==> src/inc/mcb_map.vh <==
// register map, field positions, reset values and timing for the csr bridge and auto pause
// What this block does
// - busy write launches indexed mac register access
// - busy stays set until access completes
// - bit 30 one reads, zero writes
// - command bits 7-0 index the mac register
// - data register holds write value, read result
// - transmitter disabled means no pause, no jam
// - high watermark, 64-byte units, triggers flow control
// - full duplex with bit 0 set sends one pause at high
// - half duplex jams matching frames for duration
// - below low watermark sends zero-time pause
// - zero pause only after high pause, enabled
// - jam duration field, ignored in full duplex
// - bit 3 jams multicast frames in half duplex
// - bit 2 jams broadcast frames in half duplex
// - bit 1 jams own-address frames in half duplex
// - bit 0 triggers on any frame, overrides 3:1
// - duration code table, plus 2.2us at 10Mb
`ifndef MCB_MAP_VH
`define MCB_MAP_VH

// ----------------------------------------------------------------------
// register offsets (byte addresses)
// ----------------------------------------------------------------------
`define MCB_CSR_CMD_OFS 8'hA4
`define MCB_CSR_DATA_OFS 8'hA8
`define MCB_AUTO_CFG_OFS 8'hAC

// ----------------------------------------------------------------------
// command register fields
// ----------------------------------------------------------------------
`define MCB_CMD_BUSY_BIT 31
`define MCB_CMD_RNW_BIT 30
`define MCB_CMD_IDX_HI 7
`define MCB_CMD_IDX_LO 0

// ----------------------------------------------------------------------
// auto pause config fields
// ----------------------------------------------------------------------
`define MCB_CFG_HI_MSB 23
`define MCB_CFG_HI_LSB 16
`define MCB_CFG_LO_MSB 15
`define MCB_CFG_LO_LSB 8
`define MCB_CFG_DUR_MSB 7
`define MCB_CFG_DUR_LSB 4
`define MCB_CFG_MULT_BIT 3
`define MCB_CFG_BRD_BIT 2
`define MCB_CFG_OWN_BIT 1
`define MCB_CFG_ANY_BIT 0

// ----------------------------------------------------------------------
// reset values
// ----------------------------------------------------------------------
`define MCB_DATA_RST 32'h00000000
`define MCB_IDX_RST 8'h00
`define MCB_WM_RST 8'h00
`define MCB_DUR_RST 4'h0
`define MCB_TRIG_RST 4'h0

// ----------------------------------------------------------------------
// timing
// ----------------------------------------------------------------------
`define MCB_WM_UNIT_SHIFT 6
`define MCB_CLK_MHZ 25
`define MCB_JAM_T0_US 5
`define MCB_JAM_T1_US 10
`define MCB_JAM_T2_US 15
`define MCB_JAM_T3_US 25
`define MCB_JAM_STEP_US 50
`define MCB_JAM_STEP_BASE 3
`define MCB_JAM_10M_EXTRA_NS 2200
`define MCB_NS_PER_US 1000

`endif

==> src/mcb_jam_timer.v <==
// back pressure duration timer for half duplex jamming
`timescale 1ns/100ps
`include "mcb_map.vh"

module mcb_jam_timer #(
  parameter CYC_PER_US = `MCB_CLK_MHZ
) (
  input wire pclk,
  input wire presetn,
  input wire start,
  input wire cancel,
  input wire [3:0] code,
  input wire speed_100,
  output wire active
);

  reg [15:0] count;

  // duration code to clock cycles
  function [15:0] jam_cycles;
    input [3:0] dur_code;
    input fast;
    reg [31:0] us;
    reg [31:0] cyc;
    begin
      case (dur_code)
        4'h0: us = `MCB_JAM_T0_US;
        4'h1: us = `MCB_JAM_T1_US;
        4'h2: us = `MCB_JAM_T2_US;
        4'h3: us = `MCB_JAM_T3_US;
        default: us = `MCB_JAM_STEP_US * ({28'h0, dur_code} - `MCB_JAM_STEP_BASE);
      endcase
      cyc = us * CYC_PER_US;
      if (!fast) begin
        cyc = cyc + (`MCB_JAM_10M_EXTRA_NS * CYC_PER_US) / `MCB_NS_PER_US;
      end
      jam_cycles = cyc[15:0];
    end
  endfunction

  always @(posedge pclk or negedge presetn) begin
    if (!presetn) begin
      count <= 16'h0000;
    end else if (cancel) begin
      count <= 16'h0000;
    end else if (start) begin
      count <= jam_cycles(code, speed_100);
    end else if (count != 16'h0000) begin
      count <= count - 16'h0001;
    end
  end

  assign active = (count != 16'h0000);

endmodule // mcb_jam_timer

==> src/mcb_top.v <==
// csr bridge and automatic pause / back pressure controller with apb slave
`timescale 1ns/100ps
`include "mcb_map.vh"

module mcb_top #(
  parameter LEVEL_W = 14,
  parameter CYC_PER_US = `MCB_CLK_MHZ
) (
  input wire pclk,
  input wire presetn,
  input wire psel,
  input wire penable,
  input wire pwrite,
  input wire [7:0] paddr,
  input wire [31:0] pwdata,
  output reg [31:0] prdata,
  output wire pready,
  output reg pslverr,
  output reg mac_csr_req,
  output reg mac_csr_read,
  output reg [7:0] mac_csr_index,
  output reg [31:0] mac_csr_wdata,
  input wire [31:0] mac_csr_rdata,
  input wire mac_csr_ack,
  input wire tx_enable,
  input wire full_duplex,
  input wire speed_100,
  input wire [LEVEL_W-1:0] rx_fifo_bytes,
  input wire [15:0] pause_time_value,
  input wire rx_preamble,
  input wire rx_addr_done,
  input wire rx_is_multicast,
  input wire rx_is_broadcast,
  input wire rx_is_own,
  output wire pause_req,
  output reg [15:0] pause_time,
  input wire pause_ack,
  output wire back_pressure
);

  // ----------------------------------------------------------------------
  // state codes
  // ----------------------------------------------------------------------
  localparam FC_IDLE = 1'b0;
  localparam FC_PAUSED = 1'b1;

  // ----------------------------------------------------------------------
  // declarations
  // ----------------------------------------------------------------------
  reg [7:0] high_mark;
  reg [7:0] low_mark;
  reg [3:0] jam_duration;
  reg trigger_on_multicast;
  reg trigger_on_broadcast;
  reg trigger_on_own_address;
  reg trigger_on_every_frame;
  reg pause_pending;
  reg fc_state;
  reg next_fc_state;
  reg next_pause_pending;
  reg [15:0] next_pause_time;
  wire setup_phase;
  wire access_wr;
  wire hit_cmd;
  wire hit_data;
  wire hit_cfg;
  wire hit_any;
  wire reached_high;
  wire below_low;
  wire fd_enabled;
  wire hd_enabled;
  wire frame_match;
  wire jam_start;
  wire jam_active;
  wire [31:0] cmd_view;
  wire [31:0] cfg_view;

  // watermark in 64-byte units to a byte level
  function [LEVEL_W+1:0] mark_bytes;
    input [7:0] mark;
    begin
      mark_bytes = {{(LEVEL_W-12){1'b0}}, mark, 6'h00};
    end
  endfunction

  // ----------------------------------------------------------------------
  // apb decode
  // ----------------------------------------------------------------------
  assign setup_phase = psel & ~penable;
  assign access_wr = psel & penable & pwrite;
  assign pready = 1'b1;
  assign hit_cmd = (paddr == `MCB_CSR_CMD_OFS);
  assign hit_data = (paddr == `MCB_CSR_DATA_OFS);
  assign hit_cfg = (paddr == `MCB_AUTO_CFG_OFS);
  assign hit_any = hit_cmd | hit_data | hit_cfg;

  // reserved bits read as zero
  assign cmd_view = {mac_csr_req, mac_csr_read, 22'h000000, mac_csr_index};
  assign cfg_view = {8'h00, high_mark, low_mark, jam_duration,
                     trigger_on_multicast, trigger_on_broadcast,
                     trigger_on_own_address, trigger_on_every_frame};

  // read data captured in setup so it comes from a flop in access
  always @(posedge pclk or negedge presetn) begin
    if (!presetn) begin
      prdata <= 32'h00000000;
      pslverr <= 1'b0;
    end else if (setup_phase) begin
      pslverr <= ~hit_any;
      if (pwrite) begin
        prdata <= 32'h00000000;
      end else if (hit_cmd) begin
        prdata <= cmd_view;
      end else if (hit_data) begin
        prdata <= mac_csr_wdata;
      end else if (hit_cfg) begin
        prdata <= cfg_view;
      end else begin
        prdata <= 32'h00000000;
      end
    end
  end

  // ----------------------------------------------------------------------
  // csr bridge
  // ----------------------------------------------------------------------
  // mac_csr_req is the busy bit; bus writes to command and data are ignored while it is set
  always @(posedge pclk or negedge presetn) begin
    if (!presetn) begin
      mac_csr_req <= 1'b0;
      mac_csr_read <= 1'b0;
      mac_csr_index <= `MCB_IDX_RST;
    end else if (mac_csr_req) begin
      if (mac_csr_ack) begin
        mac_csr_req <= 1'b0;
      end
    end else if (access_wr && hit_cmd) begin
      mac_csr_req <= pwdata[`MCB_CMD_BUSY_BIT];
      mac_csr_read <= pwdata[`MCB_CMD_RNW_BIT];
      mac_csr_index <= pwdata[`MCB_CMD_IDX_HI:`MCB_CMD_IDX_LO];
    end
  end

  always @(posedge pclk or negedge presetn) begin
    if (!presetn) begin
      mac_csr_wdata <= `MCB_DATA_RST;
    end else if (mac_csr_req) begin
      if (mac_csr_ack && mac_csr_read) begin
        mac_csr_wdata <= mac_csr_rdata;
      end
    end else if (access_wr && hit_data) begin
      mac_csr_wdata <= pwdata;
    end
  end

  // ----------------------------------------------------------------------
  // auto pause configuration
  // ----------------------------------------------------------------------
  always @(posedge pclk or negedge presetn) begin
    if (!presetn) begin
      high_mark <= `MCB_WM_RST;
      low_mark <= `MCB_WM_RST;
      jam_duration <= `MCB_DUR_RST;
      trigger_on_multicast <= 1'b0;
      trigger_on_broadcast <= 1'b0;
      trigger_on_own_address <= 1'b0;
      trigger_on_every_frame <= 1'b0;
    end else if (access_wr && hit_cfg) begin
      high_mark <= pwdata[`MCB_CFG_HI_MSB:`MCB_CFG_HI_LSB];
      low_mark <= pwdata[`MCB_CFG_LO_MSB:`MCB_CFG_LO_LSB];
      jam_duration <= pwdata[`MCB_CFG_DUR_MSB:`MCB_CFG_DUR_LSB];
      trigger_on_multicast <= pwdata[`MCB_CFG_MULT_BIT];
      trigger_on_broadcast <= pwdata[`MCB_CFG_BRD_BIT];
      trigger_on_own_address <= pwdata[`MCB_CFG_OWN_BIT];
      trigger_on_every_frame <= pwdata[`MCB_CFG_ANY_BIT];
    end
  end

  // ----------------------------------------------------------------------
  // watermark compare
  // ----------------------------------------------------------------------
  assign reached_high = ({2'b00, rx_fifo_bytes} >= mark_bytes(high_mark));
  assign below_low = ({2'b00, rx_fifo_bytes} < mark_bytes(low_mark));

  // full duplex pause only via the any-frame trigger
  assign fd_enabled = tx_enable & full_duplex & trigger_on_every_frame;
  assign hd_enabled = tx_enable & ~full_duplex;

  // ----------------------------------------------------------------------
  // full duplex pause sequencer
  // ----------------------------------------------------------------------
  always @* begin
    next_fc_state = fc_state;
    next_pause_pending = pause_pending;
    next_pause_time = pause_time;
    if (pause_pending && pause_ack) begin
      next_pause_pending = 1'b0;
    end
    if (!tx_enable) begin
      next_pause_pending = 1'b0;
    end
    case (fc_state)
      FC_IDLE: begin
        if (fd_enabled && reached_high && !pause_pending) begin
          next_pause_pending = 1'b1;
          next_pause_time = pause_time_value;
          next_fc_state = FC_PAUSED;
        end
      end
      FC_PAUSED: begin
        if (!full_duplex || !trigger_on_every_frame) begin
          next_fc_state = FC_IDLE;
        end else if (fd_enabled && below_low && !pause_pending) begin
          next_pause_pending = 1'b1;
          next_pause_time = 16'h0000;
          next_fc_state = FC_IDLE;
        end
      end
      default: begin
        next_fc_state = FC_IDLE;
      end
    endcase
  end

  always @(posedge pclk or negedge presetn) begin
    if (!presetn) begin
      fc_state <= FC_IDLE;
      pause_pending <= 1'b0;
      pause_time <= 16'h0000;
    end else begin
      fc_state <= next_fc_state;
      pause_pending <= next_pause_pending;
      pause_time <= next_pause_time;
    end
  end

  assign pause_req = pause_pending & tx_enable;

  // ----------------------------------------------------------------------
  // half duplex back pressure
  // ----------------------------------------------------------------------
  assign frame_match = (trigger_on_multicast & rx_is_multicast) |
                       (trigger_on_broadcast & rx_is_broadcast) |
                       (trigger_on_own_address & rx_is_own);

  // any-frame trigger starts at preamble and masks the address triggers
  assign jam_start = hd_enabled & reached_high &
                     (trigger_on_every_frame ? rx_preamble :
                      (rx_addr_done & frame_match));

  mcb_jam_timer #(
    .CYC_PER_US(CYC_PER_US)
  ) u_jam_timer (
    .pclk(pclk),
    .presetn(presetn),
    .start(jam_start),
    .cancel(~hd_enabled),
    .code(jam_duration),
    .speed_100(speed_100),
    .active(jam_active)
  );

  assign back_pressure = jam_active & hd_enabled;

endmodule // mcb_top

==> config.mk <==
export PLATFORM = sky130hd
export DESIGN_NAME = mcb_top
export DESIGN_NICKNAME = d
export VERILOG_FILES = /design/src/mcb_jam_timer.v /design/src/mcb_top.v
export VERILOG_INCLUDE_DIRS = /design/src /design/src/inc
export SDC_FILE = /design/constraint.sdc
export NUM_CORES = 1
export LEC_CHECK = 0
export BUFFER_PORTS_ARGS = -buffer_cell sky130_fd_sc_hd__buf_2
export CORE_MARGIN = 3
export CORE_UTILIZATION = 55
export DETAILED_ROUTE_END_ITERATION = 10
export GPL_TIMING_DRIVEN = 0
export PLACE_DENSITY = 0.86
export SLEW_MARGIN = 10
export SYNTH_ARGS = -nofsm -noshare
export SYNTH_HDL_FRONTEND = slang
export SYNTH_SLANG_ARGS = --single-unit
export TNS_END_PERCENT = 20
==> constraint.sdc <==
create_clock -name pclk -period 6.8 [get_ports pclk]
set_input_delay 1.02 -clock pclk [delete_from_list [all_inputs] [get_ports pclk]]
set_output_delay 1.02 -clock pclk [all_outputs]
set_load 0.05 [all_outputs]
---- Word level (Yosys, flattened, before mapping) ----
Index checks and enable logic that the tools add are counted.
cells by class
  multiply operators ...................... 2
  order comparisons ....................... 2
  add/subtract/negate cells ............... 3
  reductions and logical operators ........ 19
  bitwise logic cells ..................... 23
  equal/unequal tests ..................... 11
  muxes and demuxes ....................... 32
operator list
  kind                   count
  $mux 32                8
  $pmux 32 s4            1
  $mux 16                7
  $mul 32x5->16 const B  1
  $mul 5x32->31 const A  1
  $pmux 16 s2            1
  $eq 8x8->1 const B     3
  $mux 24                1
  $add 16x6->16 const B  1
  $reduce_bool 16->1     1
  $sub 16x1->16 const B  1
  $and 1x1->1            14
  $ge 14x14->1           1
  $lt 14x14->1           1
  $mux 1                 12
  $logic_and 1x1->1      9
  $eq 4x2->1 const B     2
  $not 1->1              5
  $sub 4x2->5 const B    1
  $eq 4x1->1 const B     1
  $logic_not 4->1        1
  $ne 2x1->1 const B     2
  $ne 2x2->1 const B     2
  $or 1x1->1             4
  other kinds (7)        11
storage, ports and cells
  input port bits ......................... 117
  output and inout bits ................... 94
  word-level logic and storage cells ...... 109
  register bits ........................... 133

---- Depth between registers and ports, before layout ----
  word-level depth ........................ 13
  gate-level depth with buffers ........... 29

---- Cells and area by module ----
From an unflattened synthesis, not the netlist that was laid out.
second synthesis, totals
  cells, all modules ...................... 872
  area, all modules ....................... 8717.1 µm²
by module, submodules not included
  module         cells each  area each (µm²)  instances
  mcb_top        492         5596.6           1
  mcb_jam_timer  380         3120.5           1

---- Worst setup path before layout ----
No wires, ideal clock.
  path kind ............................... register to register
  start point ............................. reg jam_duration[2]
  end point ............................... reg u_jam_timer.count[15]
  setup time .............................. 0.123 ns
  data required time ...................... 6.677 ns
  setup slack ............................. 0.658 ns
  data arrival time ....................... 6.019 ns
  period minus slack after synthesis ...... 6.142 ns
  stages on the path, launching flop included .. 30
  buffers on the path ..................... 1
  path through ............................ dfrtp_1 > buf_2 > a21oi_1 > xor2_1 > ha_1 > ha_1 > inv_1 > fa_1 > inv_1 > ha_1 > a21oi_1 > nand3b_1 > nor2b_1 > xnor2_1 > nand2_1 > inv_1 > ha_1 > ha_1 > inv_1 > fa_1 > inv_1 > ha_1 > and3b_1 > a221oi_1 > o21ai_0 > a311oi_1 > nor4_1 > nand4_1 > xnor2_1 > a21oi_1
on the way
  cells in the longest elaborated chain, start to end .. 10
  elaborated cells between the ends (all ways) .. 14
  those cells by class .................... add/sub (2); mul (2); eq/ne (3); mux (6); reduce/logical (1)
RTL lines
  element                   RTL line            RTL
  start: declaration        mcb_top.v:52        reg [3:0] jam_duration;
  start signal: assignment  mcb_top.v:163       jam_duration <= `MCB_DUR_RST;
  start signal: assignment  mcb_top.v:171       jam_duration <= pwdata[`MCB_CFG_DUR_MSB:`MCB_CFG_DUR_LSB];
  $sub 4x2->5 (no line)     -
  $mul 5x32->31 (no line)   -
  $pmux 32 s4 (*)           mcb_jam_timer.v:26  case (dur_code)
  $mux 32 (*)               mcb_jam_timer.v:46  end else if (start) begin
  $mux 32 (*)               mcb_jam_timer.v:44  end else if (cancel) begin
  $mul 32x5->16 (*)         mcb_jam_timer.v:33  cyc = us * CYC_PER_US;
  $add 16x6->16 (no line)   -
  $mux 16 (*)               mcb_jam_timer.v:34  if (!fast) begin
  $mux 16 (*)               mcb_jam_timer.v:46
  $mux 16 (*)               mcb_jam_timer.v:44
  end signal: assignment    mcb_jam_timer.v:47  count <= jam_cycles(code, speed_100);
  end signal: assignment    mcb_jam_timer.v:49  count <= count - 16'h0001;
  end: declaration          mcb_jam_timer.v:17  reg [15:0] count;
Every way passes the cells marked *; elsewhere a longest branch is shown, timed or not. The select of a mux whose other input is x is not followed.
A chain may end at the register's enable or synchronous reset.

---- Worst setup path in the final report ----
  start point ............................. reg jam_duration[0]
  end point ............................... reg u_jam_timer.count[15]
The elaborated chain is that of the path after synthesis.

==> run summary <==
- fa_1 — critical path's slowest cell
- 18830 um — Detail Placement HPWL
- 18.55 um — average wire per cell in the routed design
- 0.002522 W — Pwr Total
- 133 — synthesis-stage register bit count
- 0 — Slew Limit Fails
- 8 — maximum net fanout on the critical path
- 0 — CTS hold repair buffers
- register — crit start category
- 0.9281 ns — slew of the pin with the lowest slew margin
- 0.009320 ns — worst clock skew
- 78 — number of different library cells in the post-synthesis netlist
- 1 — antenna violations before repair
- 4 — number of levels in the clock H-tree
- 233.3 nW/um^2 — total power per unit cell area
- 0 — DRC errors left
- 155.2 MHz — timing-limited maximum frequency
- 40100 um — wire length of the first global-routing pass
- 710 — 1st-iter DRT viols
- 8023 — routed vias
- 10160 sq um — post-placement cell area
- ha_1 — Most Frequent Cell on Critical Path
- 8817 sq um — cell area after synthesis
- 0 — count of flip-flops with a built-in enable after synthesis
- 5.723 nW — Pleak
- 0.36 ns — register-to-register setup slack
- 0.53 ns — peak per-stage delay on the critical path
- dfrtp_1 — cell type with the largest total area after synthesis
- 17590 sq um — Die ar.
- register to register — start-to-end type of the worst setup path
- 5.939 — mean number of vias per cell
- 28 — worst-case reg-to-reg path depth
- clkbuf_16 — cell chosen for the clock root
- 6.445 ns — Period minus WS final
- 211 — number of I/O pins
- 0.06 ns — Clock transition at path regs
- 17 — total clock buffers created by CTS
- dfrtp_1 — flip-flop cell with the highest count after synthesis
- 2 — maximum number of buffers from clock root to sink
- 37.75% — area share of the leading cell type in the synthesized netlist
- 0 — Synth warnings
- 0.0001986 V — worst voltage drop across the vdd grid
- 0 — # Max-Cap Violations
- 29.50% — proportion of layout cells with a drive suffix above 1
- finished clean — result of the run
- 208 — number of input and output port buffers inserted
- u_jam_timer.count[15] — reg-to-reg endpoint
- 7822 — vias in the first global route
- 0 — Final Hold Fails
- 1326 — final-stage net count
- register — crit path capture type
- 0 — final count of negative-setup-slack endpoints
- 22.59% — area added between synthesis and finish
- built — clock tree from TritonCTS
- prdata[5] — hold wc startpoint
- 45 — cell row count
- register to register — Hold WC Path Type
- 0.43 ns — clock latency on the worst-skew pair
- 0.8944 — weighted congestion reported at the end of routability-driven placement
- 15430 sq um — total core area
- 7.11 ns — Worst EP required
- 9 — number of iterations in the first detailed-routing pass
- 2 — number of cells on the worst hold path
- 28.42% — GRT Resource Usage Total
- dfrtp_1 38%, ha_1 9.8%, inv_1 4.1% — cell types occupying the most area after synthesis
- 25070 um — wirelength, routed
- prdata[5] — end point of the worst hold path
- 37.75% — fraction of the yosys area taken by sequential cells
- 37.76% — Max-slew headroom
- 94.77% — final worst-path cycle share
- 6.75 ns — Critical Path AT
- 132.6 um — die outline width
- 100.0% — share of flip-flops with an asynchronous set or reset
- 57.15% — effective utilization at floorplan
- 133 — clock sink total
- 0 — antenna viol nets, final
- 897 — number of instances in the synthesized netlist
- 9.830 sq um — average instance area after synthesis
- 10810 sq um — Finished Cell Area
- 73 — maximum number of pins on one net before global-route repair
- 132.6 um — vertical die dimension
- jam_duration[0] — FF-to-FF Start
- 0 — total gr overflow
logic make-up after synthesis:
| logic type | share of synthesized area [%] |
|---|---|
| AOI/OAI and AO/OA | 18.80 |
| xor gates and xnor gates | 4.371 |
| adders and majority gates | 12.97 |
| buffers and inverters | 6.669 |
| DFF | 37.75 |
| muxes | 6.826 |
| other | 0.04253 |
| and+or+nand+nor | 12.57 |
worst max-delay path by stage:
stage                    start                     to  slack, ns  depth (start not counted)
2_1_floorplan  jam_duration[2]  u_jam_timer.count[15]       0.66                         29
3_3_place_gp   jam_duration[2]  u_jam_timer.count[15]       0.04                         29
3_5_place_dp   jam_duration[2]  u_jam_timer.count[15]      -0.08                         29
4_1_cts        jam_duration[2]  u_jam_timer.count[15]       0.01                         29
5_1_grt        jam_duration[0]  u_jam_timer.count[15]      -0.02                         28
6_report       jam_duration[0]  u_jam_timer.count[15]       0.36                         28
synthesized netlist by cell type (7+ instances only):
cell,instances
inv_1,96
a22oi_2,10
nor3_1,8
buf_2,7
a22o_1,7
nand2_1,69
o31ai_1,12
nand2b_1,11
o21ai_0,26
a21oi_1,50
fa_1,14
a22oi_1,17
nor2_1,67
a222oi_1,17
dfrtp_1,133
o21ai_1,21
mux2_2,25
xor2_1,11
mux2i_1,32
nor4_1,7
nor2b_1,7
a211oi_2,9
ha_1,69
a21o_1,11
clkbuf_1,27
xnor2_1,33
critical path, delay by kind of cell, from the launching register on:
kind            cells  cell delay [ns]
compound gates      5             1.03
xor+xnor            3             0.47
fa+ha+maj           9             3.09
buf+inv             5             0.27
flops               1             0.51
simple gates        6             0.97
sequential cells by signal (all words and copies together) (netlist names):
name / flops
trigger_on_own_address: 1
pslverr: 1
mac_csr_index: 8
u_jam_timer.count: 16
mac_csr_read: 1
trigger_on_broadcast: 1
trigger_on_every_frame: 1
low_mark: 8
pause_pending: 1
trigger_on_multicast: 1
pause_time: 16
high_mark: 8
mac_csr_wdata: 32
fc_state: 1
mac_csr_req: 1
prdata: 32
jam_duration: 4
layout by cell type, fill, tap and decap left out, types with 5 or more instances in the layout:
cell       Yosys  layout
a211oi_2       9       9
a21o_1        11      11
a21oi_1       50      49
a222oi_1      17      17
a22o_1         7       7
a22oi_1       17      17
a22oi_2       10      10
buf_2          7     214
buf_6          4       5
clkbuf_1      27      26
clkbuf_16      0      17
dfrtp_1      133     133
fa_1          14      14
ha_1          69      68
inv_1         96      96
inv_6          0       5
mux2_2        25      25
mux2i_1       32      32
nand2_1       69      69
nand2b_1      11      11
nand3_1        5       5
nand3b_1       5       5
nand4_1        5       5
nor2_1        67      67
nor2b_1        7       7
nor3_1         8       8
nor4_1         7       7
o21ai_0       26      26
o21ai_1       21      21
o31ai_1       12      12
or3_1          5       5
xnor2_1       33      33
xor2_1        11      10
metal layers:
layer  up-vias  track usage, %  share of wire (%)
met2       454           43.87                 47
met1      3861           37.86                 40
li1       3615               -                  -
met4         2           12.36                3.9
met3        91           7.643                9.5
met5         -               0              0.052
stage by stage:
step | setup WS (ns) | util (%) | hold WS, ns | setup TNS [ns] | cells
6_report | 0.3554 | 70.06 | 0.4753 | 0 | 1351
5_1_grt | -0.01988 | 70.05 | 0.5103 | -0.01988 | 1350
4_1_cts | 0.01453 | 69.91 | 0.4810 | 0 | 1350
3_5_place_dp | -0.07996 | 65.86 | 0.4650 | -0.07996 | 1318
3_3_place_gp | 0.03574 | 65.64 | 0.4611 | 0 | 1317
2_1_floorplan | 0.6582 | - | 0.4563 | 0 | 898
layout make-up:
type / instances / area, sq um
Multi-Input combinational cell: 625 / 4930
Inverter: 98 / 370.4
Tap cell: 211 / 264.0
Fill cell: 1119 / 4618
Antenna cell: 1 / 2.502
Sequential cell: 133 / 3328
Clock inverter: 15 / 192.7
Buffer: 41 / 214.0
Timing Repair Buffer: 210 / 1082
Clock buffer: 17 / 425.4
timing repair:
item	4_1_cts	5_1_grt
pin swaps	0	2
resized for setup	1	4
endpoints found under the setup margin	1	2
buffers inserted	0	1
hold endpoints to repair	0	0
cloned	0	0
where the power goes:
group	internal, W	leakage [nW]	switching, W
combinational	0.000291	3.75	0.000390
clock	0.000585	0.289	0.000380
sequential	0.000835	1.68	0.0000406
Note: power is estimated with default switching activity, not from simulation.
